--- src/alu_flag_pkg.sv ---
package alu_flag_pkg;

	// flag operations presented by the instruction decoder
	typedef enum logic [3:0] {
		no_flag_op = 4'b0000,
		add_op = 4'b0001,
		add_with_carry_op = 4'b0010,
		subtract_with_borrow_op = 4'b0011,
		product_op = 4'b0100,
		divide_op = 4'b0101,
		decimal_adjust_op = 4'b0110,
		rotate_right_through_carry = 4'b0111,
		rotate_left_through_carry = 4'b1000,
		force_carry_high = 4'b1001,
		force_carry_low = 4'b1010,
		invert_carry = 4'b1011,
		carry_and_bit = 4'b1100,
		carry_or_bit = 4'b1101,
		bit_to_carry_move = 4'b1110,
		compare_jump_not_equal = 4'b1111
	} alu_op_e;

	// apb register map
	localparam int ADDR_W = 12;
	localparam logic [ADDR_W-1:0] FLAG_REG_ADDR = 12'h000;
	localparam logic [31:0] READ_ZERO = 32'h0000_0000;

	// field positions inside the flag register
	localparam int CARRY_POS = 7;
	localparam int AUX_CARRY_POS = 6;
	localparam int OVERFLOW_POS = 2;
	localparam int USER_POS = 1;
	localparam int PARITY_POS = 0;

	// reset values
	localparam logic FLAG_RESET = 1'b0;

	// arithmetic constants
	localparam logic [15:0] PRODUCT_BYTE_MAX = 16'h00FF;
	localparam logic [7:0] ZERO_BYTE = 8'h00;
	localparam logic [3:0] BCD_DIGIT_MAX = 4'h9;
	localparam logic [8:0] DA_LOW_ADJ = 9'h006;
	localparam logic [8:0] DA_HIGH_ADJ = 9'h060;

endpackage

--- src/alu_arith_flags.sv ---
`timescale 1ns/1ps
// combinational carry, overflow and auxiliary carry for add, subtract, multiply and divide
module alu_arith_flags
	import alu_flag_pkg::*;
(
	input wire alu_op_e op,
	input wire logic [7:0] operand_a,
	input wire logic [7:0] operand_b,
	input wire logic carry_in,
	output logic arith_carry,
	output logic arith_overflow,
	output logic arith_aux_carry
);

	logic cin;
	logic [8:0] sum_full;
	logic [7:0] sum_low7;
	logic [4:0] sum_nib;
	logic [8:0] diff_full;
	logic [7:0] diff_low7;
	logic [4:0] diff_nib;
	logic [15:0] product;
	logic add_ov;
	logic sub_ov;
	logic is_sub;
	logic is_mul;
	logic is_div;

	// plain add ignores the incoming carry
	assign cin = (op == add_op) ? 1'b0 : carry_in;

	// sums with carry out of bit 7, bit 6 and bit 3
	assign sum_full = {1'b0, operand_a} + {1'b0, operand_b} + {8'h00, cin};
	assign sum_low7 = {1'b0, operand_a[6:0]} + {1'b0, operand_b[6:0]} + {7'h00, cin};
	assign sum_nib = {1'b0, operand_a[3:0]} + {1'b0, operand_b[3:0]} + {4'h0, cin};
	assign add_ov = sum_full[8] ^ sum_low7[7];

	// differences with borrow into bit 7, bit 6 and bit 3
	assign diff_full = {1'b0, operand_a} - {1'b0, operand_b} - {8'h00, carry_in};
	assign diff_low7 = {1'b0, operand_a[6:0]} - {1'b0, operand_b[6:0]} - {7'h00, carry_in};
	assign diff_nib = {1'b0, operand_a[3:0]} - {1'b0, operand_b[3:0]} - {4'h0, carry_in};
	assign sub_ov = diff_full[8] ^ diff_low7[7];

	assign product = {8'h00, operand_a} * {8'h00, operand_b};
	assign is_sub = (op == subtract_with_borrow_op);
	assign is_mul = (op == product_op);
	assign is_div = (op == divide_op);

	// multiply and divide force carry low; divide by zero flags overflow
	assign arith_carry = (is_mul || is_div) ? 1'b0 : (is_sub ? diff_full[8] : sum_full[8]);
	assign arith_overflow = is_mul ? (product > PRODUCT_BYTE_MAX) :
		is_div ? (operand_b == ZERO_BYTE) :
		is_sub ? sub_ov : add_ov;
	assign arith_aux_carry = is_sub ? diff_nib[4] : sum_nib[4];

endmodule

--- src/alu_status_flag_logic.sv ---
// Summary of operation
// - add and add-with-carry set overflow when exactly one of bits 6, 7 carries.
// - subtract-with-borrow sets overflow when borrow enters exactly one of bits 6, 7.
// - multiply sets overflow when product exceeds 255, clears carry, keeps aux carry.
// - divide clears overflow and carry; a zero divisor sets overflow instead.
// - user flag is free for software and untouched by any operation.
// - parity flag is one for odd count of ones in accumulator.
// - add, add-with-carry and subtract update carry, overflow and aux carry.
// - carry set, clear, invert, bit logic, move, compare, rotates, decimal adjust touch carry.
//
// Local design decisions: the register addresses and the APB slave port.
`timescale 1ns/1ps
module alu_status_flag_logic
	import alu_flag_pkg::*;
(
	input wire logic pclk,
	input wire logic presetn,
	input wire logic psel,
	input wire logic penable,
	input wire logic pwrite,
	input wire logic [ADDR_W-1:0] paddr,
	input wire logic [31:0] pwdata,
	input wire logic [3:0] pstrb,
	output logic [31:0] prdata,
	output logic pready,
	output logic pslverr,
	input wire logic op_valid,
	input wire alu_op_e op,
	input wire logic [7:0] operand_a,
	input wire logic [7:0] operand_b,
	input wire logic bit_operand,
	input wire logic bit_invert,
	input wire logic [7:0] acc_value,
	output logic carry_flag,
	output logic auxiliary_carry_flag,
	output logic signed_overflow_flag,
	output logic user_flag_one,
	output logic parity_flag
);

	////////////////////////////////////////////////////////////////////////////////
	// flag state

	// flag registers and their next values
	logic carry_reg;
	logic carry_next;
	logic aux_carry_reg;
	logic aux_carry_next;
	logic overflow_reg;
	logic overflow_next;
	logic user_reg;
	logic user_next;
	logic parity_reg;
	logic parity_next;

	// results of the arithmetic flag unit
	logic arith_carry;
	logic arith_overflow;
	logic arith_aux_carry;

	// outputs come straight from the flag flip-flops
	assign carry_flag = carry_reg;
	assign auxiliary_carry_flag = aux_carry_reg;
	assign signed_overflow_flag = overflow_reg;
	assign user_flag_one = user_reg;
	assign parity_flag = parity_reg;

	////////////////////////////////////////////////////////////////////////////////
	// apb slave

	// bus-side answer registers and decode
	logic pready_reg;
	logic pready_next;
	logic pslverr_reg;
	logic pslverr_next;
	logic [31:0] prdata_reg;
	logic [31:0] prdata_next;
	logic setup_phase;
	logic access_done;
	logic addr_hit;
	logic sw_write;
	logic lane0_write;
	logic [31:0] flag_word;
	logic sw_carry;
	logic sw_aux_carry;
	logic sw_overflow;
	logic sw_user;

	// no wait state: ready rises in the first access cycle, right after setup
	// the answer is registered so pready, pslverr and prdata all leave flip-flops;
	// there is no extra cycle, as the answer is prepared during the setup cycle
	// the flag register is the only mapped word; every other address errors
	assign setup_phase = psel && !penable;
	assign access_done = psel && penable && pready_reg;
	assign addr_hit = (paddr == FLAG_REG_ADDR);
	assign sw_write = access_done && pwrite && addr_hit;
	assign lane0_write = sw_write && pstrb[0];

	// flag fields carried by the low byte of a software write
	assign sw_carry = pwdata[CARRY_POS];
	assign sw_aux_carry = pwdata[AUX_CARRY_POS];
	assign sw_overflow = pwdata[OVERFLOW_POS];
	assign sw_user = pwdata[USER_POS];

	// read view of the flags, upper bits zero
	always_comb begin
		flag_word = READ_ZERO;
		flag_word[CARRY_POS] = carry_reg;
		flag_word[AUX_CARRY_POS] = aux_carry_reg;
		flag_word[OVERFLOW_POS] = overflow_reg;
		flag_word[USER_POS] = user_reg;
		flag_word[PARITY_POS] = parity_reg;
	end

	// answer prepared during setup, valid in the access cycle
	// pslverr rises with pready for unmapped words; their writes are dropped
	assign pready_next = setup_phase;
	assign pslverr_next = setup_phase && !addr_hit;
	assign prdata_next = (setup_phase && !pwrite && addr_hit) ? flag_word : READ_ZERO;

	// ready register
	always_ff @(posedge pclk or negedge presetn) begin
		if (!presetn) begin
			pready_reg <= 1'b0;
		end else begin
			pready_reg <= pready_next;
		end
	end

	// error register
	always_ff @(posedge pclk or negedge presetn) begin
		if (!presetn) begin
			pslverr_reg <= 1'b0;
		end else begin
			pslverr_reg <= pslverr_next;
		end
	end

	// read data register
	always_ff @(posedge pclk or negedge presetn) begin
		if (!presetn) begin
			prdata_reg <= READ_ZERO;
		end else begin
			prdata_reg <= prdata_next;
		end
	end

	// bus outputs taken directly from the answer registers
	assign pready = pready_reg;
	assign pslverr = pslverr_reg;
	assign prdata = prdata_reg;

	////////////////////////////////////////////////////////////////////////////////
	// arithmetic flag evaluation

	// the unit sees the current carry as its incoming carry
	alu_arith_flags u_arith (
		.op(op),
		.operand_a(operand_a),
		.operand_b(operand_b),
		.carry_in(carry_reg),
		.arith_carry(arith_carry),
		.arith_overflow(arith_overflow),
		.arith_aux_carry(arith_aux_carry)
	);

	////////////////////////////////////////////////////////////////////////////////
	// carry-only operations

	// intermediate values of the carry-only operations
	logic sel_bit;
	logic low_adjust;
	logic [8:0] da_first;
	logic high_adjust;
	logic [8:0] da_second;
	logic da_carry;
	logic cmp_less;

	// optional complemented source bit for and/or into carry
	// the move ignores the invert input and copies the bit as it is
	assign sel_bit = bit_invert ? !bit_operand : bit_operand;

	// decimal adjust carry: nibble corrections of 6 and 60h
	// a carry already set is kept, as the adjust can only raise it
	assign low_adjust = (operand_a[3:0] > BCD_DIGIT_MAX) || aux_carry_reg;
	assign da_first = {1'b0, operand_a} + (low_adjust ? DA_LOW_ADJ : 9'h000);
	assign high_adjust = (da_first[7:4] > BCD_DIGIT_MAX) || carry_reg || da_first[8];
	assign da_second = {1'b0, da_first[7:0]} + (high_adjust ? DA_HIGH_ADJ : 9'h000);
	assign da_carry = carry_reg || da_first[8] || da_second[8];

	// compare sets carry when the first operand is below the second
	// unsigned compare, the jump does not look at sign
	assign cmp_less = (operand_a < operand_b);

	////////////////////////////////////////////////////////////////////////////////
	// next flag values

	// software write lands first; an operation in the same cycle wins its fields
	// no default branch: every four-bit code is a defined operation
	always_comb begin
		carry_next = carry_reg;
		aux_carry_next = aux_carry_reg;
		overflow_next = overflow_reg;
		user_next = user_reg;
		if (lane0_write) begin
			carry_next = sw_carry;
			aux_carry_next = sw_aux_carry;
			overflow_next = sw_overflow;
			user_next = sw_user;
		end
		if (op_valid) begin
			unique case (op)
				no_flag_op: begin
				end
				add_op, add_with_carry_op, subtract_with_borrow_op: begin
					carry_next = arith_carry;
					overflow_next = arith_overflow;
					aux_carry_next = arith_aux_carry;
				end
				product_op, divide_op: begin
					carry_next = arith_carry;
					overflow_next = arith_overflow;
				end
				decimal_adjust_op: begin
					carry_next = da_carry;
				end
				rotate_right_through_carry: begin
					carry_next = operand_a[0];
				end
				rotate_left_through_carry: begin
					carry_next = operand_a[7];
				end
				force_carry_high: begin
					carry_next = 1'b1;
				end
				force_carry_low: begin
					carry_next = 1'b0;
				end
				invert_carry: begin
					carry_next = !carry_reg;
				end
				carry_and_bit: begin
					carry_next = carry_reg && sel_bit;
				end
				carry_or_bit: begin
					carry_next = carry_reg || sel_bit;
				end
				bit_to_carry_move: begin
					carry_next = bit_operand;
				end
				compare_jump_not_equal: begin
					carry_next = cmp_less;
				end
			endcase
		end
	end

	// parity follows the accumulator every cycle
	// it trails the accumulator by one clock and no operation can disturb it
	assign parity_next = ^acc_value;

	// carry flag register
	always_ff @(posedge pclk or negedge presetn) begin
		if (!presetn) begin
			carry_reg <= FLAG_RESET;
		end else begin
			carry_reg <= carry_next;
		end
	end

	// auxiliary carry flag register
	always_ff @(posedge pclk or negedge presetn) begin
		if (!presetn) begin
			aux_carry_reg <= FLAG_RESET;
		end else begin
			aux_carry_reg <= aux_carry_next;
		end
	end

	// signed overflow flag register
	always_ff @(posedge pclk or negedge presetn) begin
		if (!presetn) begin
			overflow_reg <= FLAG_RESET;
		end else begin
			overflow_reg <= overflow_next;
		end
	end

	// user flag register, written by software only
	always_ff @(posedge pclk or negedge presetn) begin
		if (!presetn) begin
			user_reg <= FLAG_RESET;
		end else begin
			user_reg <= user_next;
		end
	end

	// parity flag register
	always_ff @(posedge pclk or negedge presetn) begin
		if (!presetn) begin
			parity_reg <= FLAG_RESET;
		end else begin
			parity_reg <= parity_next;
		end
	end

endmodule

--- config.mk ---
export PLATFORM = sky130hd
export DESIGN_NAME = alu_status_flag_logic
export DESIGN_NICKNAME = d
export VERILOG_FILES = /design/src/alu_flag_pkg.sv /design/src/alu_arith_flags.sv /design/src/alu_status_flag_logic.sv
export SDC_FILE = /design/constraint.sdc
export NUM_CORES = 1
export LEC_CHECK = 0
export BUFFER_PORTS_ARGS = -buffer_cell sky130_fd_sc_hd__buf_2
export CAP_MARGIN = 20
export CORE_ASPECT_RATIO = 0.6
export CORE_UTILIZATION = 45
export CTS_CLUSTER_DIAMETER = 50
export DETAILED_ROUTE_END_ITERATION = 12
export PLACE_DENSITY = 0.72
export SETUP_SLACK_MARGIN = 0.4
export SYNTH_ARGS = -nofsm -noshare
export SYNTH_HDL_FRONTEND = slang
export SYNTH_SLANG_ARGS = --single-unit
--- constraint.sdc ---
create_clock -name pclk -period 3.16 [get_ports pclk]
set_input_delay 0.948 -clock pclk [delete_from_list [all_inputs] [get_ports pclk]]
set_output_delay 0.948 -clock pclk [all_outputs]
set_load 0.005 [all_outputs]
==> flow_metrics.py, run 1 <==
metrics = {
    "run_status": {
        "status": "complete, but fails checks",
        "violations": "setup timing",
    },
    "sta": {
        "timing.fmax_ghz": 0.199,
        "final_hold_viol_count": 0,
        "setup_viol": 2,
        "final.min_clock_period_ps": 5040,
        "finClkSkew_ps": 4.87,
        "rsz0062_at_grt": "true",
        "fin_ws_ps": -1880,
        "fin_crit_sh": 1.59,
        "tightest_slew_ps": 684,
        "final_max_slew_viol_count": 0,
        "max_slew_margin": 0.543,
    },
    "clock_tree": {
        "path_clk_slew_ps": 40,
        "htree_levels": 1,
        "clkLatencyLatePin_ps": 240,
        "cts-root-buf": "clkbuf_16",
        "cts_tree": "yes",
        "cts-buffers-inserted": 3,
        "cts.sinks": 12,
        "clock_path_buffers": 2,
    },
    "logic_synthesis": {
        "yosysSeqAreaShare": 0.0784,
        "yosys_warnings": 0,
        "yosys.cell_types.count": 61,
        "synthCells": 465,
        "synth_ff_type": "dfrtp_1",
        "async_flop_share": 1.00,
        "synth-edff-count": 0,
        "synth_area_leaders": "ha_1 21%, fa_1 19%, inv_1 8.0%",
        "synth_top_area_share": 0.212,
        "ys_ff_latch": 12,
        "yosysTopAreaCell": "ha_1",
        "synth.cell_area_um2": 3830,
        "synth_area_per_cell_um2": 8.24,
    },
    "die": {
        "die_w_um": 121,
        "start_util": 0.475,
        "die_area_um2": 8900,
        "design.core.area_um2": 8070,
        "num_rows": 25,
        "die_h_um": 73.5,
        "io-pin-count": 123,
    },
    "place": {
        "routabilityCongestion": 0.976,
        "dp_slack_ps": -2320,
        "portBuffers": 64,
        "dp_hpwl_mm": 9.82,
    },
    "pwr": {
        "power_frac_clock": 0.094,
        "p_sw_mw": 1.16,
        "intPower_mw": 1.27,
        "power.leakage_nw": 2.74,
        "p_seq_frac": 0.074,
        "p_comb_frac": 0.832,
        "irDropWorstVdd_mv": 0.296,
        "p_per_area_nw_per_um2": 458,
        "swShare": 0.476,
    },
    "grt": {
        "grt_usage": 0.271,
        "grt_pass1_vias": 3672,
        "antenna_found_initial": 0,
        "grt_pass1_wl_mm": 18.4,
        "grt_max_degree": 13,
        "grt-ovfl-total": 0,
    },
    "cells_and_area": {
        "drive_gt1_frac": 0.382,
        "largest_reg_flops": 5,
        "fin_nets": 800,
        "diodes": 0,
        "area_growth_pct": 38.6,
        "final_util": 0.658,
        "fillers": 667,
    },
    "setup_path": {
        "endpoint_kind": "register",
        "critical_path_class": "in2reg",
        "setup.worst_path.start_class": "input port",
        "r2r_start": "carry_flag$_DFF_PN0_",
        "crit_end": "signed_overflow_flag$_DFF_PN0_",
        "worstReg2RegEnd": "signed_overflow_flag$_DFF_PN0_",
        "arrival_ps": 5140,
        "cp_max_fo": 4,
        "crit_start": "operand_b[6]",
        "required_ps": 3270,
        "r2r_cells": 10,
        "rrSetupSlack_ps": 520,
    },
    "detailed_routing": {
        "vias_per_cell": 5.36,
        "drt_first_pass_iters": 4,
        "wl_per_cell_um": 16.7,
        "vias": 3858,
        "initialDrtViolationCount": 280,
        "drtAntennaViolNets": 0,
        "top_layer": "met4",
        "dr_wl_met3_um": 967,
        "route.met2.wl_mm": 5.09,
        "totalWireLength_mm": 12.0,
        "wl_met1_mm": 5.86,
        "drc": 0,
    },
    "min_path": {
        "whs_path_depth": 1,
        "min_path_type": "reg2reg",
    },
    "job": {
        "drv_cap": 0,
    },
}
[critical path, cell delays in order]
cell,delay (ps)
buf_8,100
clkinvlp_4,170
buf_6,170
nor2_2,120
fa_1,430
fa_1,460
fa_1,490
inv_1,60
fa_2,530
inv_2,40
ha_4,150
a41o_1,240
a211o_1,280
a31oi_2,180
nor3b_2,80
mux2_4,310
nor4_4,260
o32ai_2,130
[through the flow]
step | power (mW) | cell area (µm²) | TNS, ps | cells | hold slack, ps
after floorplan | 1.34 | 4060 | -1560 | 491 | 478
after global placement | 1.79 | 4850 | -2640 | 706 | 456
after detailed placement | 1.87 | 4850 | -2710 | 706 | 473
after CTS | 2.17 | 5030 | -1900 | 712 | 483
after global routing | 2.65 | 5310 | -2080 | 720 | 506
final | 2.43 | 5310 | -1910 | 720 | 487
[cell usage after synthesis (5+ instances only)]
master	n
and2_1	12
xor2_1	5
mux2i_1	6
a21oi_1	16
nor2_1	51
nor4_1	10
inv_1	82
a31oi_1	6
o31ai_1	5
fa_1	37
dfrtp_1	12
nor3_1	5
o21ai_0	7
buf_4	27
nand3_1	7
nand2_1	29
ha_1	65
xnor2_1	9
[placed cells by master, fill, tap and decap left out, types with 3 or more instances in the layout]
cell | netlist | final
o21ai_0 | 7 | 6
fa_1 | 37 | 32
o211ai_1 | 3 | 3
ha_1 | 65 | 55
nor2_1 | 51 | 40
a31oi_1 | 6 | 4
nor2_2 | 0 | 10
a21o_1 | 3 | 3
clkinvlp_4 | 0 | 6
buf_4 | 27 | 84
o21a_1 | 4 | 4
conb_1 | 1 | 27
a21oi_1 | 16 | 15
mux2i_1 | 6 | 6
ha_4 | 0 | 7
dfrtp_1 | 12 | 12
nor3_1 | 5 | 4
nand3_1 | 7 | 7
buf_2 | 3 | 52
and2_1 | 12 | 12
nand2_2 | 0 | 5
a211o_1 | 4 | 4
xnor2_1 | 9 | 9
o31ai_1 | 5 | 5
nand2b_1 | 4 | 4
inv_1 | 82 | 67
buf_6 | 0 | 11
nand2_1 | 29 | 23
xor2_1 | 5 | 5
buf_8 | 0 | 4
inv_2 | 0 | 9
nor4_1 | 10 | 8
ha_2 | 0 | 3
fa_2 | 0 | 5
clkbuf_16 | 0 | 3
[area by class of cell]
type / instances / area, µm² / area share
Multi-Input combinational cell: 360 / 3370 / 0.634
Timing Repair Buffer: 151 / 1070 / 0.202
Inverter: 86 / 358 / 0.0674
Sequential cell: 12 / 300 / 0.0565
Tap cell: 108 / 135 / 0.0254
Clock buffer: 3 / 75.1 / 0.0141
[worst min-delay path by stage]
stage | start | end
after floorplan | parity_flag$_DFF_PN0_ | prdata[0]$_DFF_PN0_
after global placement | parity_flag$_DFF_PN0_ | prdata[0]$_DFF_PN0_
after detailed placement | parity_flag$_DFF_PN0_ | prdata[0]$_DFF_PN0_
after CTS | parity_flag$_DFF_PN0_ | prdata[0]$_DFF_PN0_
after global routing | parity_flag$_DFF_PN0_ | prdata[0]$_DFF_PN0_
final | parity_flag$_DFF_PN0_ | prdata[0]$_DFF_PN0_
[what timing repair did]
action,CTS,global route
buffers inserted,3,8
gates resized for setup,19,62
hold buffers,0,0
setup endpoints to repair,3,3
pin swaps,9,31
[cell families after synthesis]
logic type	share of synthesized area
and+or+nand+nor	0.178
buffers and inverters	0.144
adders and majority gates	0.405
AOI/OAI and AO/OA	0.136
xor gates and xnor gates	0.0320
DFF	0.0784
muxes	0.0245
other	0.000978
[metal layers]
metal | vias up | global-route usage
met1 | 1872 | 0.427
met4 | 0 | 0.0261
met2 | 186 | 0.396
met5 | - | 0
met3 | 14 | 0.0435
li1 | 1786 | -
[power by group through the flow]
stage	sequential, mW	combinational, mW	clock, mW
after global routing	0.182	2.23	0.236
after floorplan	0.183	1.16	0
final	0.181	2.02	0.228
after CTS	0.180	1.76	0.228
after global placement	0.182	1.61	0
after detailed placement	0.182	1.69	0
Note: power is estimated with default switching activity, not from simulation.
==> run 2: changes to the inputs <==
--- a/config.mk
+++ b/config.mk
@@ -12,6 +12,7 @@
 export CTS_CLUSTER_DIAMETER = 50
 export DETAILED_ROUTE_END_ITERATION = 12
 export PLACE_DENSITY = 0.72
+export REMOVE_ABC_BUFFERS = 1
 export SETUP_SLACK_MARGIN = 0.4
 export SYNTH_ARGS = -nofsm -noshare
 export SYNTH_HDL_FRONTEND = slang
==> constraint.sdc (replaced) <==
create_clock -name pclk -period 3.16 [get_ports pclk]
set_input_delay 0.948 -clock pclk [delete_from_list [all_inputs] [get_ports pclk]]
set_output_delay 0.948 -clock pclk [all_outputs]
set_load 0.02 [all_outputs]
==> flow_metrics.py, run 2 (synthesis gave the netlist of run 1 again) <==
metrics = {
    "die": {
        "start_util": 0.475,
        "die_w_um": 121,
        "io-pin-count": 123,
        "num_rows": 25,
        "die_h_um": 73.5,
        "design.core.area_um2": 8070,
        "die_area_um2": 8900,
    },
    "sta": {
        "final_max_slew_viol_count": 0,
        "final_hold_viol_count": 0,
        "rsz0062_at_grt": "true",
        "fin_crit_sh": 1.56,
        "setup_tns_ps": -1850,
        "finClkSkew_ps": 1.80,
        "final.min_clock_period_ps": 4920,
        "setup_viol": 2,
        "timing.fmax_ghz": 0.203,
        "max_slew_margin": 0.577,
        "tightest_slew_ps": 633,
        "fin_ws_ps": -1760,
    },
    "setup_path": {
        "cp_cell_sequence": "buf_4 > nand2_2 > fa_1 > fa_1 > inv_1 > fa_1 > inv_1 > fa_1 > inv_2 > ha_4 > o21a_1 > a211o_1 > a31oi_4 > nor3b_2 > mux2_4 > nor4_2 > buf_4 > o32ai_2",
        "r2r_cells": 11,
        "endpoint_kind": "register",
        "critPathMaxStageDelay_ps": 500,
        "cp_slowest_cell": "fa_1",
        "crit_family": "adder cells",
        "critical_path_depth": 18,
        "cpMostUsedCell": "fa_1",
        "required_ps": 3270,
        "critical_path_class": "in2reg",
        "r2r_start": "carry_flag$_DFF_PN0_",
        "critPathBufInv": 5,
        "cp_max_fo": 5,
        "arrival_ps": 5030,
        "rrSetupSlack_ps": 250,
        "setup.worst_path.start_class": "input port",
        "worstReg2RegEnd": "signed_overflow_flag$_DFF_PN0_",
    },
    "run_status": {
        "violations": "setup timing",
        "status": "complete, but fails checks",
    },
    "place": {
        "routabilityCongestion": 1.09,
        "portBuffers": 64,
        "dp_cells": 712,
        "dp_hpwl_mm": 9.94,
    },
    "grt": {
        "antenna_found_initial": 0,
        "grt_usage": 0.279,
        "grt_pass1_wl_mm": 18.8,
        "grt_max_degree": 13,
        "grt-ovfl-total": 0,
        "grt_pass1_vias": 3647,
    },
    "pwr": {
        "p_per_area_nw_per_um2": 470,
        "power.leakage_nw": 2.80,
        "irDropWorstVdd_mv": 0.299,
    },
    "min_path": {
        "min_path_type": "reg2reg",
        "holdPathEnd": "prdata[1]$_DFF_PN0_",
        "min-delay-start": "user_flag_one$_DFFE_PN0P_",
        "whs_path_depth": 1,
    },
    "clock_tree": {
        "hold_buffers": 0,
        "htree_levels": 1,
        "cts.sinks": 12,
        "clock_path_buffers": 2,
        "cts-buffers-inserted": 3,
        "cts_tree": "yes",
        "cts-root-buf": "clkbuf_16",
        "path_clk_slew_ps": 50,
        "clkLatencyLatePin_ps": 250,
    },
    "detailed_routing": {
        "initialDrtViolationCount": 328,
        "vias_per_cell": 5.28,
        "drtAntennaViolNets": 0,
        "wl_per_cell_um": 16.8,
        "totalWireLength_mm": 12.1,
        "drc": 0,
        "vias": 3821,
        "drt_first_pass_iters": 5,
    },
    "cells_and_area": {
        "finalNonFillerCells": 724,
        "drive_gt1_frac": 0.393,
        "area_growth_pct": 43.6,
        "fin_nets": 803,
        "largest_reg_flops": 5,
        "diodes": 0,
        "final_common_cell": "buf_4",
        "final_cell_mix": "86 x buf_4, 65 x inv_1, 51 x buf_2, 49 x ha_1, 42 x nor2_1",
    },
    "job": {
        "drv_cap": 0,
    },
}
run 2: cell count changes in the layout (fill, tap and decap cells not counted), sizes merged:
cell	delta
inv	+7
clkinvlp	-6
buf	+3
clkbuf	+1
clkinv	-1
run 2: routing by layer:
| layer | vias up | part of all wire | track usage |
|---|---|---|---|
| met1 | 1799 | 0.46 | 0.414 |
| met3 | 15 | 0.13 | 0.0947 |
| met4 | 0 | 0.0063 | 0.0219 |
| li1 | 1794 | - | - |
| met2 | 213 | 0.41 | 0.401 |
| met5 | - | 0 | 0 |
run 2: worst max path at each step:
| stage | slack [ps] | start | to |
|---|---|---|---|
| finish | -1760 | operand_a[2] | signed_overflow_flag$_DFF_PN0_ |
| global route | -1890 | operand_a[3] | signed_overflow_flag$_DFF_PN0_ |
| CTS | -1710 | operand_b[2] | signed_overflow_flag$_DFF_PN0_ |
| detailed placement | -2370 | operand_a[3] | signed_overflow_flag$_DFF_PN0_ |
| global placement | -2350 | operand_a[6] | signed_overflow_flag$_DFF_PN0_ |
| floorplan | -1880 | operand_a[3] | signed_overflow_flag$_DFF_PN0_ |
run 2: report_power, final:
group	switching (mW)	leakage, nW	internal (mW)
clock	0.0775	0.0442	0.192
sequential	0.0149	0.157	0.170
combinational	1.08	2.60	1.05
total	1.17	2.80	1.41
run 2: worst reg2reg max path: stages, from the launching register on:
cell       delay (ps)
dfrtp_1           450
inv_1             140
fa_2              380
ha_4              260
nand2_4            70
a31oi_4            80
o211ai_1          360
a2111oi_2         150
buf_4             160
o31ai_1           250
nor4bb_1          330
o32ai_2           140
run 2: timing repair:
item                       CTS  global route
hold endpoints to repair     0             0
setup buffers                8             0
resized for setup          141             4
setup endpoints to repair    3             3
pin swaps                   56             3
run 2: layout make-up:
class                   instances  area (µm²)
flip-flops and latches         12         300
repair buffers                154        1140
fillers                       618        2570
inverters                      86         378
multi-input cells             360        3460
well taps                     108         135
clock buffers                   4        88.8
run 2: stage by stage:
| step | total power [mW] | utilization | hold WS [ps] | setup slack (ps) | instance area [µm²] |
|---|---|---|---|---|---|
| 2_1_floorplan | 1.23 | - | 604 | -1880 | 3700 |
| 3_5_place_dp | 1.84 | 0.591 | 486 | -2370 | 4770 |
| 6_report | 2.59 | 0.682 | 502 | -1760 | 5500 |
| 5_1_grt | 2.77 | 0.682 | 536 | -1890 | 5500 |
| 3_3_place_gp | 1.79 | 0.591 | 474 | -2350 | 4770 |
| 4_1_cts | 2.53 | 0.679 | 496 | -1710 | 5480 |
